===== config.mk =====
export PLATFORM = sky130hd
export DESIGN_NAME = data_space_address_decoder
export DESIGN_NICKNAME = d
export VERILOG_FILES = /design/src/hdl/mem_map_pkg.sv /design/src/hdl/data_space_address_decoder.sv /design/src/hdl/flash_guard.sv
export SDC_FILE = /design/constraint.sdc
export NUM_CORES = 1
export LEC_CHECK = 0
export BUFFER_PORTS_ARGS = -buffer_cell sky130_fd_sc_hd__buf_2
export CORE_AREA = 2 2 141 143
export DETAILED_ROUTE_END_ITERATION = 8
export DIE_AREA = 0 0 143 145
export PLACE_DENSITY = 0.74
export SLEW_MARGIN = 20
export SYNTH_ARGS = -nofsm -noshare
export SYNTH_HDL_FRONTEND = slang
export SYNTH_SLANG_ARGS = --single-unit

===== constraint.sdc =====
create_clock -name sys_clk -period 4.32 [get_ports sys_clk]
set_input_delay 0.864 -clock sys_clk [delete_from_list [all_inputs] [get_ports sys_clk]]
set_output_delay 0.864 -clock sys_clk [all_outputs]
set_load 0.01 [all_outputs]

===== src/hdl/mem_map_pkg.sv =====
// constants and carrier types for the data space address decoder
package mem_map_pkg;

    localparam int ADDR_W = 24;
    localparam int DATA_W = 8;
    localparam int PADDR_W = 18;

    // data space layout
    localparam logic [23:0] IO_LAST = 24'h000FFF;
    localparam logic [23:0] IO_SHORT_LAST = 24'h00003F;
    localparam logic [23:0] IO_BIT_LAST = 24'h00001F;
    localparam logic [23:0] EE_BASE = 24'h001000;
    localparam logic [23:0] SRAM_BASE = 24'h002000;
    localparam logic [23:0] DATA_LAST = 24'hFFFFFF;

    // external memory port reach
    localparam int EXT_PORTS = 3;
    localparam logic [23:0] EXT_LAST_TWO_PORT = 24'h07FFFF;
    localparam logic [23:0] EXT_LAST_SDRAM = 24'hFFFFFF;

    // target codes
    typedef enum logic [2:0] {
        TGT_IO,
        TGT_EE,
        TGT_GAP,
        TGT_SRAM,
        TGT_EXT,
        TGT_NONE
    } target_type;

    // access kinds the core can issue
    typedef enum logic [2:0] {
        ACC_LOAD,
        ACC_STORE,
        ACC_IO_IN,
        ACC_IO_OUT,
        ACC_IO_BIT,
        ACC_EE_PAGE
    } access_type;

    typedef struct packed {
        logic valid;
        logic write;
        access_type kind;
        logic [ADDR_W-1:0] addr;
        logic [DATA_W-1:0] wdata;
    } bus_req_type;

    typedef struct packed {
        logic done;
        logic error;
        logic [DATA_W-1:0] rdata;
    } bus_rsp_type;

    typedef struct packed {
        logic valid;
        logic write;
        logic [ADDR_W-1:0] addr;
        logic [DATA_W-1:0] wdata;
    } tgt_req_type;

    // flash sections by word address
    typedef enum logic [1:0] {
        SEC_APP,
        SEC_APP_TABLE,
        SEC_BOOT
    } section_type;

    typedef struct packed {
        logic app_wr;
        logic app_rd;
        logic tbl_wr;
        logic tbl_rd;
        logic boot_wr;
        logic boot_rd;
    } lock_type;

    localparam logic [1:0] EXT_MODE_TWO = 2'h0;
    localparam logic [1:0] EXT_MODE_THREE = 2'h1;
    localparam logic [1:0] EXT_MODE_SDRAM = 2'h2;

endpackage


===== src/hdl/data_space_address_decoder.sv =====
// data space decoder, arbiter and flash access gate
//
// Overview of operation
// - I/O registers occupy bytes 0 to FFF
// - short I/O forms reach 0x00 to 0x3F
// - bit operations only at 0x00 to 0x1F
// - EEPROM at 1000, SRAM at 2000
// - EEPROM mapped, byte and page access
// - gap after EEPROM is reserved, empty
// - above SRAM goes external, up to FFFFFF, or up to 85FFF in two-port mode
// - linear spaces, no paging register
// - each flash location holds 16 bits
// - boot, application and table sections locked
// - flash write only from boot section
// - locked regions refuse write or read
// - separate target buses allow simultaneous access
// - fixed priority between core and DMA
// - core data accesses take one cycle
// - external port reach depends on mode
`timescale 1ns/100ps
module data_space_address_decoder
    import mem_map_pkg::*;
#(
    parameter logic [23:0] EE_LAST = 24'h0017FF,
    parameter logic [23:0] SRAM_LAST = 24'h005FFF
) (
    input wire logic sys_clk, // system clock
    input wire logic rst_b, // async reset, active low
    input wire bus_req_type cpu_req, // core data request
    input wire bus_req_type dma_req, // dma data request
    output bus_rsp_type cpu_rsp, // core answer
    output bus_rsp_type dma_rsp, // dma answer
    output tgt_req_type io_bus, // to I/O registers
    input wire logic [DATA_W-1:0] io_rdata, // I/O read data
    output tgt_req_type ee_bus, // to mapped EEPROM
    output logic ee_page, // EEPROM page access
    input wire logic [DATA_W-1:0] ee_rdata, // EEPROM read data
    output tgt_req_type sram_bus, // to internal SRAM
    input wire logic [DATA_W-1:0] sram_rdata, // SRAM read data
    output tgt_req_type ext_bus, // to external memory port
    input wire logic [DATA_W-1:0] ext_rdata, // external read data
    input wire logic [1:0] ext_mode, // external port configuration
    input wire logic [PADDR_W-1:0] fetch_pc, // executing word address
    input wire logic pm_req, // flash access request
    input wire logic pm_write, // flash access is a store
    input wire logic [PADDR_W-1:0] pm_addr, // flash word address
    input wire logic [15:0] pm_wdata, // flash word to write
    input wire lock_type locks, // lock bits
    output logic pm_go, // flash access granted
    output logic pm_we, // flash write strobe
    output logic [PADDR_W-1:0] pm_addr_out, // flash word address out
    output logic [15:0] pm_wdata_out, // flash word out
    output logic pm_refused // flash access refused
);
    // ****************************************
    // decode
    // ****************************************
    // each master gets its own copy of the comparators; addresses are flat byte indices
    function automatic target_type decode(input bus_req_type r, input logic [1:0] m);
        logic [23:0] ext_last;
        ext_last = (m == EXT_MODE_TWO) ? (SRAM_LAST + EXT_LAST_TWO_PORT + 24'h1) : DATA_LAST;
        if (m == EXT_MODE_TWO && SRAM_LAST + EXT_LAST_TWO_PORT < SRAM_LAST) begin
            ext_last = DATA_LAST;
        end
        if (!r.valid) begin
            return TGT_NONE;
        end
        unique case (r.kind)
            ACC_IO_IN, ACC_IO_OUT:
                return (r.addr <= IO_SHORT_LAST) ? TGT_IO : TGT_NONE;
            ACC_IO_BIT:
                return (r.addr <= IO_BIT_LAST) ? TGT_IO : TGT_NONE;
            default: begin
                if (r.addr <= IO_LAST) begin
                    return TGT_IO;
                end else if (r.addr >= EE_BASE && r.addr <= EE_LAST) begin
                    return TGT_EE;
                end else if (r.addr < SRAM_BASE) begin
                    return TGT_GAP;
                end else if (r.addr <= SRAM_LAST) begin
                    return TGT_SRAM;
                end else if (r.addr <= ext_last) begin
                    return TGT_EXT;
                end
                return TGT_NONE;
            end
        endcase
    endfunction

    target_type cpu_t;
    target_type dma_t;
    logic dma_go;
    logic dma_ee_bad;

    always_comb begin
        cpu_t = decode(cpu_req, ext_mode);
        dma_t = decode(dma_req, ext_mode);
        // dma may read but not write mapped EEPROM
        dma_ee_bad = (dma_t == TGT_EE) && dma_req.write;
        // core wins a shared target; dma waits one cycle at most per core access
        dma_go = (dma_t != TGT_NONE) && !dma_ee_bad && !(dma_t == cpu_t && dma_t != TGT_GAP);
    end

    // ****************************************
    // target buses
    // ****************************************
    function automatic tgt_req_type route(input target_type want, input target_type ct,
                                          input bus_req_type c, input logic dg,
                                          input target_type dt, input bus_req_type d);
        tgt_req_type o;
        o = '0;
        if (ct == want) begin
            o = '{valid: 1'b1, write: c.write, addr: c.addr, wdata: c.wdata};
        end else if (dg && dt == want) begin
            o = '{valid: 1'b1, write: d.write, addr: d.addr, wdata: d.wdata};
        end
        return o;
    endfunction

    always_ff @(posedge sys_clk or negedge rst_b) begin
        if (!rst_b) begin
            io_bus <= '0;
            ee_bus <= '0;
            sram_bus <= '0;
            ext_bus <= '0;
            ee_page <= 1'b0;
        end else begin
            io_bus <= route(TGT_IO, cpu_t, cpu_req, dma_go, dma_t, dma_req);
            ee_bus <= route(TGT_EE, cpu_t, cpu_req, dma_go, dma_t, dma_req);
            sram_bus <= route(TGT_SRAM, cpu_t, cpu_req, dma_go, dma_t, dma_req);
            ext_bus <= route(TGT_EXT, cpu_t, cpu_req, dma_go, dma_t, dma_req);
            ee_page <= (cpu_t == TGT_EE) && (cpu_req.kind == ACC_EE_PAGE);
        end
    end

    // ****************************************
    // answers
    // ****************************************
    target_type cpu_t_q;
    target_type dma_t_q;
    logic cpu_err_q;
    logic dma_err_q;
    logic dma_done_q;

    function automatic logic [DATA_W-1:0] pick(input target_type t, input logic [DATA_W-1:0] a,
                                               input logic [DATA_W-1:0] b,
                                               input logic [DATA_W-1:0] c,
                                               input logic [DATA_W-1:0] d);
        unique case (t)
            TGT_IO: return a;
            TGT_EE: return b;
            TGT_SRAM: return c;
            TGT_EXT: return d;
            default: return '0;
        endcase
    endfunction

    always_ff @(posedge sys_clk or negedge rst_b) begin
        if (!rst_b) begin
            cpu_t_q <= TGT_NONE;
            dma_t_q <= TGT_NONE;
            cpu_err_q <= 1'b0;
            dma_err_q <= 1'b0;
            dma_done_q <= 1'b0;
        end else begin
            cpu_t_q <= cpu_t;
            dma_t_q <= dma_go ? dma_t : TGT_NONE;
            cpu_err_q <= cpu_req.valid && cpu_t == TGT_NONE;
            dma_err_q <= dma_req.valid && (dma_t == TGT_NONE || dma_ee_bad);
            dma_done_q <= dma_go || (dma_req.valid && (dma_t == TGT_NONE || dma_ee_bad));
        end
    end

    // core always answers the cycle after its request
    always_comb begin
        cpu_rsp.done = (cpu_t_q != TGT_NONE) || cpu_err_q;
        cpu_rsp.error = cpu_err_q;
        cpu_rsp.rdata = pick(cpu_t_q, io_rdata, ee_rdata, sram_rdata, ext_rdata);
        dma_rsp.done = dma_done_q;
        dma_rsp.error = dma_err_q;
        dma_rsp.rdata = pick(dma_t_q, io_rdata, ee_rdata, sram_rdata, ext_rdata);
    end

    // ****************************************
    // program flash
    // ****************************************
    logic allow;

    flash_guard u_guard (
        .fetch_pc(fetch_pc),
        .pm_addr(pm_addr),
        .pm_write(pm_write),
        .locks(locks),
        .allow(allow),
        .pm_sec()
    );

    always_ff @(posedge sys_clk or negedge rst_b) begin
        if (!rst_b) begin
            pm_go <= 1'b0;
            pm_we <= 1'b0;
            pm_refused <= 1'b0;
            pm_addr_out <= '0;
            pm_wdata_out <= '0;
        end else begin
            pm_go <= pm_req && allow;
            pm_we <= pm_req && pm_write && allow;
            pm_refused <= pm_req && !allow;
            pm_addr_out <= pm_addr;
            pm_wdata_out <= pm_wdata;
        end
    end
endmodule // data_space_address_decoder


===== src/hdl/flash_guard.sv =====
// flash section decoding and lock protection for program memory accesses
`timescale 1ns/100ps
module flash_guard
    import mem_map_pkg::*;
#(
    parameter logic [17:0] APP_TBL_BASE = 18'h1F000,
    parameter logic [17:0] BOOT_BASE = 18'h20000
) (
    input wire logic [PADDR_W-1:0] fetch_pc, // word address of executing instruction
    input wire logic [PADDR_W-1:0] pm_addr, // word address of flash access
    input wire logic pm_write, // access is store_program_word
    input wire lock_type locks, // programmed lock bits
    output logic allow, // access may proceed
    output section_type pm_sec // section of pm_addr
);
    function automatic section_type sec_of(input logic [PADDR_W-1:0] a);
        if (a >= BOOT_BASE) begin
            return SEC_BOOT;
        end else if (a >= APP_TBL_BASE) begin
            return SEC_APP_TABLE;
        end
        return SEC_APP;
    endfunction

    logic from_boot;
    logic locked;

    always_comb begin
        pm_sec = sec_of(pm_addr);
        from_boot = (sec_of(fetch_pc) == SEC_BOOT);
        unique case (pm_sec)
            SEC_APP: locked = pm_write ? (locks.app_wr | locks.app_rd) : locks.app_rd;
            SEC_APP_TABLE: locked = pm_write ? (locks.tbl_wr | locks.tbl_rd) : locks.tbl_rd;
            SEC_BOOT: locked = pm_write ? (locks.boot_wr | locks.boot_rd) : locks.boot_rd;
            default: locked = 1'b1;
        endcase
        allow = !locked && (!pm_write || from_boot);
    end
endmodule // flash_guard


Word-level counts from Yosys, hierarchy flattened
Index checks and enable logic that the tools add are counted.
- bits in registers: 183
- output and inout bits: 194
- input bits: 170
- order comparisons: 20
- bitwise operators: 3
- multiplexer cells: 62
- equality and inequality tests: 28
- reductions and logical operators: 37
- operator list (kind ; number):
    34-bit 2-to-1 mux ; 8
    8-bit one-hot mux with 4 select lines ; 2
    3-bit 2-to-1 mux ; 21
    24-bit by 13-bit >= comparator with 1-bit output (second input constant) ; 2
    24-bit by 12-bit <= comparator with 1-bit output (second input constant) ; 2
    24-bit by 13-bit <= comparator with 1-bit output (second input constant) ; 2
    24-bit by 15-bit <= comparator with 1-bit output (second input constant) ; 2
    24-bit <= comparator ; 2
    24-bit by 5-bit <= comparator with 1-bit output (second input constant) ; 2
    24-bit by 6-bit <= comparator with 1-bit output (second input constant) ; 2
    24-bit by 14-bit < comparator with 1-bit output (second input constant) ; 2
    18-bit by 17-bit >= comparator with 1-bit output (second input constant) ; 2
    18-bit >= comparator (second input constant) ; 2
    3-bit == test (second input constant) ; 9
    3-bit by 2-bit == test with 1-bit output (second input constant) ; 8
    24-bit 2-to-1 mux ; 1
    1-bit 2-to-1 mux ; 21
    1-bit logical AND ; 18
    3-bit by 1-bit == test with 1-bit output (second input constant) ; 4
    3-bit zero test ; 4
    2-bit 2-to-1 mux ; 6
    3-bit one-hot mux with 2 select lines ; 2
    3-bit != test (second input constant) ; 2
    3-bit OR reduction ; 2
    other kinds (10) ; 22

Depth between registers and ports, before layout
Gate-level depths: netlist of run 1.
- depth in word-level cells: 21
- depth in mapped cells: 10

Hierarchy
Synthesis of run 1 repeated with hierarchy kept, for this count alone.
- cell total of the unflattened synthesis: 583
- area, all modules: 7389.6 µm²
- modules (own cells, without submodules) (module ; area each (µm²) ; cells an instance ; seq. area each (µm²) ; instances):
    data_space_address_decoder ; 7323.3 ; 570 ; 4584.4 ; 1
    flash_guard ; 66.3 ; 13 ; 0.0 ; 1

Worst setup path after synthesis of run 1
No wires, ideal clock.
- kind: input -> register
- from: input port ext_mode[1]
- to: register io_bus[10] in the netlist's numbering
- cell stages on the path: 10
- required time: 4255 ps
- buffers on the path: 1
- setup time: 65 ps
- slack: 767 ps
- arrival time: 3488 ps
- cell sequence: nor2_1 ha_1 and2_1 nand4_1 or4_1 a21oi_2 nor2_1 nor4_2 buf_4 a22o_1
- word-level cells in the longest chain between the ends: 21
- elaborated cells on any way between the ends: 49
- RTL lines (element ; RTL line ; source):
    start: declaration ; data_space_address_decoder.sv:42 ; input wire logic [1:0] ext_mode,
    2-bit zero test * ; - ;
    24-bit 2-to-1 mux * ; data_space_address_decoder.sv:61 ; ext_last = (m == EXT_MODE_TWO) ? (SRAM_LAST + EXT_LAST_TWO_PORT + 24'h1) : DATA_LAST;
    24-bit <= comparator ; data_space_address_decoder.sv:82 ; end else if (r.addr <= ext_last) begin
    1-bit 2-to-1 mux ; data_space_address_decoder.sv:82 ;
    1-bit 2-to-1 mux ; data_space_address_decoder.sv:80 ; end else if (r.addr <= SRAM_LAST) begin
    1-bit 2-to-1 mux ; data_space_address_decoder.sv:78 ; end else if (r.addr < SRAM_BASE) begin
    1-bit 2-to-1 mux ; data_space_address_decoder.sv:76 ; end else if (r.addr >= EE_BASE && r.addr <= EE_LAST) begin
    1-bit 2-to-1 mux ; data_space_address_decoder.sv:74 ; if (r.addr <= IO_LAST) begin
    [4 not listed] ; - ;
    3-bit 2-to-1 mux ; data_space_address_decoder.sv:68 ; unique case (r.kind)
    3-bit by 1-bit == test with 1-bit output ; data_space_address_decoder.sv:99 ; dma_ee_bad = (dma_t == TGT_EE) && dma_req.write;
    1-bit logical AND ; data_space_address_decoder.sv:99 ;
    1-bit zero test ; data_space_address_decoder.sv:101 ; dma_go = (dma_t != TGT_NONE) && !dma_ee_bad && !(dma_t == cpu_t && dma_t != TGT_GAP);
    1-bit logical AND (2 in a row) ; data_space_address_decoder.sv:101 ;
    1-bit logical AND ; data_space_address_decoder.sv:114 ; end else if (dg && dt == want) begin
    34-bit 2-to-1 mux ; data_space_address_decoder.sv:114 ;
    34-bit 2-to-1 mux * ; data_space_address_decoder.sv:112 ; if (ct == want) begin
    end signal: assignment ; data_space_address_decoder.sv:128 ; io_bus <= route(TGT_IO, cpu_t, cpu_req, dma_go, dma_t, dma_req);
    end: declaration ; data_space_address_decoder.sv:33 ; output tgt_req_type io_bus,
Mark *: on every way between the ends. The rest lies on a longest branch, timed or not. The select of a mux whose other input is x is not followed.

Worst setup path after layout of run 1
- from: input port ext_mode[1]
- to: register io_bus[0] in the netlist's numbering
The elaborated chain is that of the path after synthesis.

==> impl_metrics.sql, run 1 <==
INSERT INTO impl_metrics (metric_group, metric, value, unit) VALUES
('floorplanning', 'overall_die_area', '0.02074', 'mm²'),
('sta', 'finalSetupTns', '0', 'ps'),
('clock_tree', 'post-cts-setup-buffers', '0', ''),
('logic_synthesis', 'synth_most_common_cell', 'sky130_fd_sc_hd__dfrtp_1', ''),
('floorplanning', 'num_io_pins', '364', ''),
('logic_synthesis', 'ys_dominant_reg_cell', 'sky130_fd_sc_hd__dfrtp_1', ''),
('sta', 'rsz_0062_raised_after_global_routing', 'no', ''),
('power_and_ir_drop', 'power.ir.vdd_worst', '243.5', 'µV'),
('sta', 'setup-violations-final', '0', ''),
('clock_tree', 'cts_hold_buf', '0', ''),
('power_and_ir_drop', 'total_switching_power', '1.068', 'mW'),
('clock_tree', 'cts.htree.levels', '4', ''),
('status', 'result_of_the_run', 'finished clean', ''),
('floorplanning', 'dieHeight', '145', 'µm'),
('power_and_ir_drop', 'power.share.switching', '27.95', '%'),
('final_layout', 'layout.filler_cells', '1670', ''),
('power_and_ir_drop', 'p_leak', '5.532', 'nW'),
('clock_tree', 'tritoncts', 'built', ''),
('logic_synthesis', 'synthesized_instance_count', '597', ''),
('final_layout', 'fin_util', '53.08', '%'),
('clock_tree', 'numCtsBuffers', '17', ''),
('logic_synthesis', 'synthesis.yosys.warnings', '0', ''),
('sta', 'slew_at_the_pin_with_the_worst_max_slew_slack', '1056', 'ps'),
('critical_path', 'worst_setup_path_end_kind', 'register', ''),
('logic_synthesis', 'ys_async_sr_fraction', '100.0', '%'),
('critical_path', 'critical_path.cell_chain', 'buf_2 > nor2_1 > buf_4 > ha_1 > and2_1 > nand4_1 > or4_1 > a21oi_2 > nor2_1 > nor4_4 > buf_12 > a22o_1', ''),
('critical_path', 'worstSetupStartpoint', 'ext_mode[1]', ''),
('floorplanning', 'std_cell_rows', '51', ''),
('critical_path', 'crit_family', 'simple AND/OR/NAND/NOR gates', ''),
('final_layout', 'area_growth', '37.50', '%'),
('floorplanning', 'initial_core_util', '38.60', '%'),
('logic_synthesis', 'synthDominantCellAreaShare', '60.41', '%'),
('power_and_ir_drop', 'clock_power_share', '40.8', '%'),
('place', 'post-dp-hpwl', '17.72', 'mm'),
('floorplanning', 'die_w', '143', 'µm'),
('logic_synthesis', 'yosys-top-cells-count', 'sky130_fd_sc_hd__dfrtp_1 (179), sky130_fd_sc_hd__a22o_1 (76), sky130_fd_sc_hd__nand2_1 (49)', ''),
('global_routing', 'grt_pass1_vias', '6243', ''),
('global_routing', 'grt_util_all_layers', '22.70', '%'),
('critical_path', 'crit_path_end', 'io_bus[0]$_DFF_PN0_', ''),
('detailed_routing', 'post_drt_wl_per_cell', '18.96', 'µm'),
('logic_synthesis', 'post_synthesis_cell_type_count', '61', ''),
('clock_tree', 'root_buffer', 'sky130_fd_sc_hd__clkbuf_16', ''),
('clock_tree', 'cts.repair.resized', '0', ''),
('critical_path', 'crit_top_cell', 'sky130_fd_sc_hd__nor2_1', ''),
('sta', 'fmax', '0.3050', 'GHz'),
('global_routing', 'grt_max_degree', '131', ''),
('global_routing', 'grt_antenna_before_repair', '1', ''),
('power_and_ir_drop', 'power-per-cell-area', '374.8', 'mW/mm²'),
('detailed_routing', 'postRouteAntennaNets', '0', ''),
('logic_synthesis', 'synth.area.top_cells', 'sky130_fd_sc_hd__dfrtp_1 (60%), sky130_fd_sc_hd__a22o_1 (9.0%), sky130_fd_sc_hd__ha_1 (3.0%)', ''),
('critical_path', 'worst-path-stages', '12', ''),
('place', 'placed_cells', '1221', ''),
('detailed_routing', 'vias_per_cell', '5.002', ''),
('logic_synthesis', 'netlist.top_cell.by_area', 'sky130_fd_sc_hd__dfrtp_1', ''),
('critical_path', 'data_required_time_at_the_worst_endpoint', '4680', 'ps'),
('sta', 'report.final.slew_viol_count', '0', ''),
('critical_path', 'critical_path_arrival', '3630', 'ps'),
('detailed_routing', 'detail_route.drc_violations', '0', ''),
('final_layout', 'final_net_count', '1163', ''),
('power_and_ir_drop', 'power.combinational.fraction', '12.0', '%'),
('global_routing', 'globalRoute.totalOverflow', '0', ''),
('detailed_routing', 'finalWirelength', '23.77', 'mm'),
('logic_synthesis', 'synth.ff_latch_count', '183', ''),
('floorplanning', 'core_footprint', '0.01921', 'mm²'),
('logic_synthesis', 'post_synth.cell_area_avg', '12.42', 'µm²'),
('global_routing', 'grt_pass1_wl', '35.63', 'mm'),
('critical_path', 'path_buf_inv', '3', ''),
('detailed_routing', 'dr_total_vias', '6272', ''),
('critical_path', 'slowest_cell_on_the_critical_path', 'sky130_fd_sc_hd__or4_1', ''),
('sta', 'timing.final.crit_period', '3278', 'ps'),
('logic_synthesis', 'synthesis.area', '0.007415', 'mm²');
## power groups by stage
stage	logic (mW)	clock network (mW)	registers [mW]
6_report	0.458	1.56	1.80
3_5_place_dp	0.460	0	1.84
5_1_grt	0.504	1.67	1.81
3_3_place_gp	0.452	0	1.84
4_1_cts	0.461	1.61	1.80
2_1_floorplan	0.162	0	1.87
## worst min-delay path by stage
stage | from | slack, ps | end | cells past startpoint
after global placement | rst_b | 850 | sram_bus[6]$_DFF_PN0_ | 1
final | rst_b | 380 | sram_bus[6]$_DFF_PN0_ | 1
after floorplan | rst_b | 570 | cpu_err_q$_DFF_PN0_ | 0
after detailed placement | rst_b | 850 | sram_bus[6]$_DFF_PN0_ | 1
after global routing | rst_b | 390 | sram_bus[6]$_DFF_PN0_ | 1
after CTS | rst_b | 380 | sram_bus[6]$_DFF_PN0_ | 1
## cell type report
type                            instances  area (µm²)  area share, %
Multi-Input combinational cell        393        2726          26.74
Clock buffer                           17       425.4          4.173
Antenna cell                            1       2.502        0.02455
Tap cell                              265       331.6          3.252
Inverter                               24       90.09         0.8837
Clock inverter                         15       193.9          1.902
Timing Repair Buffer                  356        1841          18.05
Sequential cell                       183        4584          44.97
## placed cells by master (no fill, tap or decap), drive strengths merged, types with 4 or more instances in the layout
cell type  instances
clkbuf            18
dfrtp            179
buf              355
inv               30
and3               7
nand2             49
mux2i             16
a21oi             26
nor2              32
a22o              76
nor2b              6
and2               5
nand4              9
clkinv             9
o21ai             23
or2                4
dfstp              4
nor4               5
nand3              7
a21o               8
conb              33
ha                18
nor3               7
o31ai             20
## metrics by stage
stage	hold slack (ps)	setup slack, ps	area, µm²
after floorplan	568.4	766.8	7535
after global placement	850.9	666.4	9573
after detailed placement	851.1	630.9	9573
after CTS	381.5	1084	10190
after global routing	389.0	901.8	10190
final	381.6	1042	10190
## registers in the layout, indices dropped and copies added, names as in the netlist, 3 cells and up
| register | count |
|---|---|
| ee_bus | 34 |
| dma_t_q | 3 |
| io_bus | 34 |
| sram_bus | 34 |
| ext_bus | 34 |
| pm_wdata_out | 16 |
| pm_addr_out | 18 |
| cpu_t_q | 3 |
## cells by family after synthesis
| family | Yosys count | share of synthesized area, % |
|---|---|---|
| compound gates | 174 | 18.83 |
| xor+xnor | 1 | 0.1181 |
| fa+ha+maj | 18 | 3.038 |
| buf+inv | 53 | 3.307 |
| flops | 183 | 61.83 |
| mux | 18 | 2.464 |
| other cells | 1 | 0.05058 |
| simple gates | 149 | 10.36 |
## metal layers
layer	wire length [µm]	part of all wire, %	up-vias	GRT usage (%)
met1	9697	41	3065	28.85
met2	11740	49	282	37.49
li1	-	-	2891	-
met4	560	2.4	0	8.416
met3	1778	7.5	34	5.413
met5	0	0	-	0
Power figures use the tool's default switching activity.
==> run 2: changes to the inputs <==
--- a/config.mk
+++ b/config.mk
@@ -6,10 +6,10 @@
 export NUM_CORES = 1
 export LEC_CHECK = 0
 export BUFFER_PORTS_ARGS = -buffer_cell sky130_fd_sc_hd__buf_2
-export CORE_AREA = 2 2 141 143
+export CORE_AREA = 2 2 142 144
 export DETAILED_ROUTE_END_ITERATION = 8
-export DIE_AREA = 0 0 143 145
-export PLACE_DENSITY = 0.74
+export DIE_AREA = 0 0 144 146
+export PLACE_DENSITY = 0.73
 export SLEW_MARGIN = 20
 export SYNTH_ARGS = -nofsm -noshare
 export SYNTH_HDL_FRONTEND = slang
==> constraint.sdc (replaced) <==
create_clock -name sys_clk -period 3.4 [get_ports sys_clk]
set_input_delay 0.68 -clock sys_clk [delete_from_list [all_inputs] [get_ports sys_clk]]
set_output_delay 0.68 -clock sys_clk [all_outputs]
set_load 0.01 [all_outputs]
==> impl_metrics.sql, run 2 (synthesized netlist as in run 1, its figures left out) <==
INSERT INTO impl_metrics (metric_group, metric, value, unit) VALUES
('detailed_routing', 'postRouteAntennaNets', '0', ''),
('global_routing', 'grt_pass1_wl', '36.30', 'mm'),
('critical_path', 'worst-path-stages', '11', ''),
('detailed_routing', 'met3RoutedLength', '1.695', 'mm'),
('floorplanning', 'dieHeight', '146', 'µm'),
('critical_path', 'maximum_cell_stage_delay_along_the_critical_path', '600', 'ps'),
('clock_tree', 'numCtsBuffers', '17', ''),
('sta', 'layout_setup_ws', '411.9', 'ps'),
('clock_tree', 'tritoncts', 'built', ''),
('sta', 'report.final.slew_viol_count', '0', ''),
('sta', 'setup-violations-final', '0', ''),
('final_layout', 'finish.cell_count_without_fillers', '1264', ''),
('detailed_routing', 'vias_per_cell', '4.983', ''),
('critical_path', 'slowest_cell_on_the_critical_path', 'sky130_fd_sc_hd__nor2_2', ''),
('critical_path', 'critical_path_peak_fanout', '19', ''),
('sta', 'timing.final.crit_period', '2988', 'ps'),
('hold_path', 'worst_hold_path_type', 'input pin to asynchronous set/reset pin', ''),
('detailed_routing', 'dr_total_vias', '6298', ''),
('clock_tree', 'cts.repair.resized', '0', ''),
('sta', 'slew_at_the_pin_with_the_worst_max_slew_slack', '1042', 'ps'),
('detailed_routing', 'detail_route.drc_violations', '0', ''),
('global_routing', 'grt_antenna_before_repair', '1', ''),
('final_layout', 'num_antenna_cells', '0', ''),
('critical_path', 'crit_family', 'simple AND/OR/NAND/NOR gates', ''),
('sta', 'max-slew-margin-rel', '30.50', '%'),
('power_and_ir_drop', 'power-per-cell-area', '480.8', 'mW/mm²'),
('detailed_routing', 'routed.top_layer', 'met5', ''),
('critical_path', 'worst_setup_path_end_kind', 'register', ''),
('run', 'maxCapViolations', '0', ''),
('critical_path', 'worstSetupStartpoint', 'ext_mode[1]', ''),
('final_layout', 'area_growth', '39.10', '%'),
('detailed_routing', 'dr.pass1.iters', '4', ''),
('detailed_routing', 'wl_met1', '10.02', 'mm'),
('sta', 'rsz_0062_raised_after_global_routing', 'no', ''),
('place', 'post-dp-hpwl', '18.17', 'mm'),
('final_layout', 'final_layout_size_suffix_gt1_share', '43.14', '%'),
('clock_tree', 'clock_sinks', '183', ''),
('status', 'result_of_the_run', 'finished clean', ''),
('final_layout', 'mostFrequentLayoutCell', 'sky130_fd_sc_hd__buf_2', ''),
('final_layout', 'final_net_count', '1174', ''),
('place', 'placement.io_buffers', '346', ''),
('clock_tree', 'post-cts-setup-buffers', '0', ''),
('clock_tree', 'maximum_clock_insertion_buffer_count', '2', ''),
('global_routing', 'grt_pass1_vias', '6170', ''),
('critical_path', 'critical_path.cell_chain', 'buf_2 > nor2_1 > buf_4 > ha_1 > and2_1 > nand4_1 > or4_1 > a21o_1 > nor2_2 > buf_12 > a22o_1', ''),
('floorplanning', 'num_io_pins', '364', ''),
('critical_path', 'crit_path_end', 'ext_bus[12]$_DFF_PN0_', ''),
('critical_path', 'crit_path_start_kind', 'input pin', ''),
('critical_path', 'critical_path_arrival', '3360', 'ps'),
('critical_path', 'data_required_time_at_the_worst_endpoint', '3770', 'ps'),
('place', 'pre_cts_setup_slack', '-59.52', 'ps'),
('detailed_routing', 'post_drt_wl_per_cell', '19.18', 'µm'),
('floorplanning', 'core_footprint', '0.01933', 'mm²'),
('floorplanning', 'initial_core_util', '38.35', '%'),
('detailed_routing', 'drt-initial-drc-count', '306', ''),
('floorplanning', 'overall_die_area', '0.02102', 'mm²'),
('clock_tree', 'cts.htree.levels', '4', ''),
('global_routing', 'globalRoute.totalOverflow', '0', ''),
('final_layout', 'top_library_cells_by_usage_in_the_layout_fill_and_taps_aside', 'sky130_fd_sc_hd__buf_2 (345), sky130_fd_sc_hd__dfrtp_1 (179), sky130_fd_sc_hd__a22o_1 (76)', ''),
('place', 'globalplace.congestion', '0.8866', ''),
('power_and_ir_drop', 'p_leak', '5.604', 'nW'),
('clock_tree', 'path_clk_slew', '80', 'ps'),
('sta', 'fmax', '0.3347', 'GHz'),
('floorplanning', 'die_w', '144', 'µm'),
('critical_path', 'critPathKind', 'input pin to register', ''),
('floorplanning', 'std_cell_rows', '51', ''),
('place', 'placed_cells', '1232', ''),
('sta', 'hold_violations', '0', ''),
('power_and_ir_drop', 'power.ir.vdd_worst', '311.0', 'µV'),
('detailed_routing', 'met2_wire_length', '11.92', 'mm'),
('global_routing', 'grt_max_degree', '79', ''),
('clock_tree', 'cts_hold_buf', '0', ''),
('clock_tree', 'root_buffer', 'sky130_fd_sc_hd__clkbuf_16', ''),
('critical_path', 'path_buf_inv', '3', ''),
('detailed_routing', 'finalWirelength', '24.25', 'mm'),
('sta', 'final_min_period_over_clock_period', '87.89', '%'),
('global_routing', 'grt_util_all_layers', '23.09', '%');
==> run 2: how the worst min path moves through the flow <==
stage               start                    end  cells after the start
detailed placement  rst_b    ee_bus[4]$_DFF_PN0_                      1
global placement    rst_b  sram_bus[4]$_DFF_PN0_                      1
CTS                 rst_b  sram_bus[4]$_DFF_PN0_                      1
global route        rst_b    io_bus[4]$_DFF_PN0_                      1
finish              rst_b  sram_bus[4]$_DFF_PN0_                      1
floorplan           rst_b    cpu_err_q$_DFF_PN0_                      0
==> run 2: area by class of cell <==
class,count,area [µm²]
Clock inverter,15,207.7
Sequential cell,183,4584
Fill cell,1717,9021
Tap cell,265,331.6
Timing Repair Buffer,367,1948
Inverter,24,90.09
Multi-Input combinational cell,393,2726
Clock buffer,17,425.4
==> run 2: per-stage QoR <==
stage	setup TNS [ps]	instance area (µm²)	utilization, %	total power, mW	hold WS, ps
2_1_floorplan	0	7535	-	2.581	384.4
3_3_place_gp	-4.743	9676	50.04	2.937	730.5
3_5_place_dp	-797.3	9676	50.04	2.947	734.3
4_1_cts	0	10310	53.32	5.007	264.4
5_1_grt	0	10310	53.34	5.175	274.2
6_report	0	10310	53.34	4.959	250.4
==> run 2: power breakdown <==
group / switching [mW] / internal (mW) / leakage [nW]
Sequential: 0.0288 / 2.26 / 2.35
Clock: 1.03 / 1.03 / 0.305
Combinational: 0.363 / 0.246 / 2.95
==> run 2: metal layers <==
metal	vias to the layer above	GRT usage, %
met4	2	7.843
met5	-	0
met3	42	5.199
met1	3047	30.11
met2	288	37.93
li1	2919	-
==> run 3: changes to the inputs <==
--- a/config.mk
+++ b/config.mk
@@ -5,11 +5,13 @@
 export SDC_FILE = /design/constraint.sdc
 export NUM_CORES = 1
 export LEC_CHECK = 0
+export ABC_AREA = 1
 export BUFFER_PORTS_ARGS = -buffer_cell sky130_fd_sc_hd__buf_2
-export CORE_AREA = 2 2 142 144
+export CELL_PAD_IN_SITES_DETAIL_PLACEMENT = 1
+export CELL_PAD_IN_SITES_GLOBAL_PLACEMENT = 1
+export CORE_UTILIZATION = 35
 export DETAILED_ROUTE_END_ITERATION = 8
-export DIE_AREA = 0 0 144 146
-export PLACE_DENSITY = 0.73
+export PLACE_DENSITY = 0.86
 export SLEW_MARGIN = 20
 export SYNTH_ARGS = -nofsm -noshare
 export SYNTH_HDL_FRONTEND = slang
==> impl_metrics.sql, run 3 <==
INSERT INTO impl_metrics (metric_group, metric, value, unit) VALUES
('status', 'result_of_the_run', 'finished clean', ''),
('logic_synthesis', 'synthXorXnorAreaFrac', '0.1072', '%'),
('power_and_ir_drop', 'power-per-cell-area', '473.4', 'mW/mm²'),
('critical_path', 'worst_setup_path_end_kind', 'register', ''),
('critical_path', 'data_required_time_at_the_worst_endpoint', '3720', 'ps'),
('logic_synthesis', 'combinational_family_with_the_most_area_after_synthesis', 'simple AND/OR/NAND/NOR gates', ''),
('critical_path', 'worst-path-stages', '20', ''),
('clock_tree', 'maximum_clock_insertion_buffer_count', '2', ''),
('final_layout', 'top_library_cells_by_usage_in_the_layout_fill_and_taps_aside', 'sky130_fd_sc_hd__buf_2 (345), sky130_fd_sc_hd__dfrtp_1 (179), sky130_fd_sc_hd__inv_1 (157)', ''),
('logic_synthesis', 'synthesis.yosys.warnings', '0', ''),
('detailed_routing', 'dr_total_vias', '7504', ''),
('floorplanning', 'dieHeight', '154.8', 'µm'),
('power_and_ir_drop', 'power.share.switching', '28.17', '%'),
('floorplanning', 'num_io_pins', '364', ''),
('critical_path', 'critPathKind', 'input pin to register', ''),
('detailed_routing', 'vias_per_cell', '4.844', ''),
('power_and_ir_drop', 'clock_power_share', '41.2', '%'),
('logic_synthesis', 'synthDominantCellAreaShare', '54.82', '%'),
('detailed_routing', 'postRouteAntennaNets', '0', ''),
('critical_path', 'maximum_cell_stage_delay_along_the_critical_path', '260', 'ps'),
('global_routing', 'grt_antenna_before_repair', '3', ''),
('sta', 'fmax', '0.3446', 'GHz'),
('logic_synthesis', 'synth-seq-area-share', '56.10', '%'),
('global_routing', 'grt_max_degree', '79', ''),
('power_and_ir_drop', 'cell_internal_pwr', '3.787', 'mW'),
('power_and_ir_drop', 'power.combinational.fraction', '14.9', '%'),
('sta', 'timing.final.crit_period', '2902', 'ps'),
('place', 'post-dp-hpwl', '21.66', 'mm'),
('logic_synthesis', 'netlist.top_cell.by_area', 'sky130_fd_sc_hd__dfrtp_1', ''),
('logic_synthesis', 'ys_async_sr_fraction', '100.0', '%'),
('detailed_routing', 'drt-initial-drc-count', '305', ''),
('logic_synthesis', 'synthesized_instance_count', '835', ''),
('detailed_routing', 'finalWirelength', '28.83', 'mm'),
('logic_synthesis', 'synth_fa_ha_area_share', '2.756', '%'),
('logic_synthesis', 'synthesis.area', '0.008172', 'mm²'),
('sta', 'finalSetupTns', '0', 'ps'),
('logic_synthesis', 'synth-edff-count', '0', ''),
('logic_synthesis', 'ys_dominant_reg_cell', 'sky130_fd_sc_hd__dfrtp_1', ''),
('critical_path', 'worstSetupStartpoint', 'ext_mode[1]', ''),
('clock_tree', 'cts_hold_buf', '0', ''),
('floorplanning', 'die_w', '154.8', 'µm'),
('sta', 'hold_violations', '0', ''),
('final_layout', 'area_growth', '36.30', '%'),
('logic_synthesis', 'yosys-top-cells-count', 'sky130_fd_sc_hd__dfrtp_1 (179), sky130_fd_sc_hd__inv_1 (157), sky130_fd_sc_hd__nand2_1 (138)', ''),
('sta', 'rsz_0062_raised_after_global_routing', 'no', ''),
('global_routing', 'grt_pass1_wl', '44.89', 'mm'),
('sta', 'setup-violations-final', '0', ''),
('place', 'placement.io_buffers', '346', ''),
('logic_synthesis', 'synth_simple_gate_area_share', '16.84', '%'),
('detailed_routing', 'post_drt_wl_per_cell', '18.61', 'µm'),
('critical_path', 'crit_family', 'simple AND/OR/NAND/NOR gates', ''),
('global_routing', 'grt_pass1_vias', '8157', ''),
('detailed_routing', 'detail_route.drc_violations', '0', ''),
('final_layout', 'mostFrequentLayoutCell', 'sky130_fd_sc_hd__buf_2', ''),
('critical_path', 'critical_path_peak_fanout', '27', ''),
('logic_synthesis', 'post_synth_mux_area_share', '0', '%'),
('place', 'placed_cells', '1516', ''),
('critical_path', 'slowest_cell_on_the_critical_path', 'sky130_fd_sc_hd__inv_6', ''),
('clock_tree', 'cts.repair.resized', '0', ''),
('critical_path', 'crit_path_start_kind', 'input pin', ''),
('clock_tree', 'tritoncts', 'built', ''),
('clock_tree', 'root_buffer', 'sky130_fd_sc_hd__clkbuf_16', ''),
('clock_tree', 'cts.htree.levels', '4', ''),
('power_and_ir_drop', 'power.ir.vdd_worst', '289.8', 'µV'),
('power_and_ir_drop', 'seqPwrFrac', '43.9', '%'),
('logic_synthesis', 'synth.area.top_cells', 'sky130_fd_sc_hd__dfrtp_1 (55%), sky130_fd_sc_hd__inv_1 (7.2%), sky130_fd_sc_hd__nand2_1 (6.3%)', ''),
('global_routing', 'globalRoute.totalOverflow', '0', ''),
('logic_synthesis', 'synth_most_common_cell', 'sky130_fd_sc_hd__dfrtp_1', ''),
('place', 'place_area', '0.01050', 'mm²'),
('final_layout', 'final_layout_size_suffix_gt1_share', '39.43', '%'),
('clock_tree', 'post-cts-setup-buffers', '0', ''),
('floorplanning', 'overall_die_area', '0.02396', 'mm²'),
('floorplanning', 'core_footprint', '0.02278', 'mm²'),
('hold_path', 'worst_hold_path_type', 'input pin to asynchronous set/reset pin', ''),
('sta', 'final_min_period_over_clock_period', '85.35', '%'),
('run', 'maxCapViolations', '0', ''),
('sta', 'report.final.slew_viol_count', '0', ''),
('critical_path', 'crit_top_cell', 'sky130_fd_sc_hd__nand2_1', ''),
('critical_path', 'crit_path_end', 'sram_bus[4]$_DFF_PN0_', ''),
('power_and_ir_drop', 'p_leak', '6.291', 'nW'),
('power_and_ir_drop', 'total_switching_power', '1.485', 'mW'),
('detailed_routing', 'dr.pass1.iters', '4', ''),
('final_layout', 'layout.cell_area.non_filler', '0.01114', 'mm²'),
('critical_path', 'critical_path_arrival', '3220', 'ps'),
('final_layout', 'final_net_count', '1410', ''),
('floorplanning', 'initial_core_util', '35.87', '%'),
('place', 'globalplace.congestion', '0.8325', ''),
('clock_tree', 'path_clk_slew', '70', 'ps'),
('critical_path', 'path_buf_inv', '3', ''),
('logic_synthesis', 'post_synth.cell_area_avg', '9.786', 'µm²'),
('floorplanning', 'std_cell_rows', '55', ''),
('clock_tree', 'clock_sinks', '183', ''),
('global_routing', 'grt_util_all_layers', '24.77', '%'),
('logic_synthesis', 'area_fraction_in_compound_gates_after_synthesis', '14.33', '%'),
('logic_synthesis', 'synth.ff_latch_count', '183', ''),
('sta', 'slew_at_the_pin_with_the_worst_max_slew_slack', '661.1', 'ps'),
('final_layout', 'finish.cell_count_without_fillers', '1549', ''),
('critical_path', 'critical_path.cell_chain', 'buf_2 > nor2_1 > buf_12 > ha_1 > nand2_1 > nor2_1 > nand2_1 > nor2_1 > nand2_1 > nand2_1 > nor2_1 > nor2_1 > nand2_1 > nand2_1 > nand2_1 > nand3_4 > nand2_4 > inv_6 > nand3_1 > o21ai_0', ''),
('final_layout', 'layout.area.seq', '0.004584', 'mm²'),
('logic_synthesis', 'post_synthesis_cell_type_count', '40', ''),
('final_layout', 'multiInputGateArea', '0.002918', 'mm²'),
('clock_tree', 'numCtsBuffers', '17', ''),
('sta', 'max-slew-margin-rel', '55.93', '%'),
('final_layout', 'layout.filler_cells', '2692', '');
[run 3: cell types whose count changed after synthesis, moves of 17 or more]
cell / previous run / this run
sky130_fd_sc_hd__o22ai_1: 0 / 43
sky130_fd_sc_hd__a22o_1: 76 / 0
sky130_fd_sc_hd__nor2_1: 31 / 59
sky130_fd_sc_hd__o21ai_1: 0 / 17
sky130_fd_sc_hd__nand3_2: 0 / 21
sky130_fd_sc_hd__o22ai_2: 1 / 29
sky130_fd_sc_hd__nand3_1: 7 / 28
sky130_fd_sc_hd__inv_1: 24 / 157
sky130_fd_sc_hd__nand2_1: 49 / 138
[run 3: final cells by class]
| type | instances | share of cell area (%) |
|---|---|---|
| antenna | 1 | 0.02247 |
| clock buffer | 18 | 3.943 |
| clock inverter | 14 | 1.809 |
| inverter | 162 | 5.504 |
| multi-input combinational | 494 | 26.20 |
| sequential | 183 | 41.16 |
| tap | 313 | 3.516 |
| timing repair buffer | 364 | 17.85 |
[run 3: how the worst min path moves through the flow]
stage	startpoint	end	slack (ps)	cells after the start
final	rst_b	sram_bus[17]$_DFF_PN0_	240	1
after global placement	rst_b	io_bus[17]$_DFF_PN0_	750	1
after floorplan	rst_b	cpu_err_q$_DFF_PN0_	380	0
after CTS	rst_b	sram_bus[17]$_DFF_PN0_	270	1
after global routing	rst_b	io_bus[16]$_DFF_PN0_	300	1
after detailed placement	rst_b	sram_bus[17]$_DFF_PN0_	750	1
[run 3: kinds of logic (layout without fill, tap and decap cells)]
logic type,after synthesis,after routing
AOI/OAI and AO/OA,159,159
xor gates and xnor gates,1,1
adders and majority gates,18,18
buffers and inverters,190,558
DFF,183,183
other,1,34
and+or+nand+nor,283,283
[run 3: through the flow]
step	util, %	hold WS [ps]	total power [mW]	setup slack, ps
after floorplan	-	384.4	2.742	216.6
after global placement	46.08	749.1	3.113	220.6
after detailed placement	46.08	745.3	3.146	64.54
after CTS	48.89	270.1	5.333	506.6
after global routing	48.89	296.1	5.483	231.9
final	48.90	244.8	5.273	498.1
[run 3: routing by layer]
layer	track usage [%]	routed length [µm]
met2	44.77	14930
met1	27.53	11060
met4	10.80	1097
met5	0	13
met3	6.108	1727
[run 3: power by group through the flow]
stage / Clock (mW) / Sequential [mW] / Combinational (mW)
2_1_floorplan: 0 / 2.41 / 0.331
3_3_place_gp: 0 / 2.35 / 0.759
3_5_place_dp: 0 / 2.36 / 0.788
4_1_cts: 2.22 / 2.32 / 0.793
5_1_grt: 2.29 / 2.32 / 0.867
6_report: 2.17 / 2.32 / 0.786
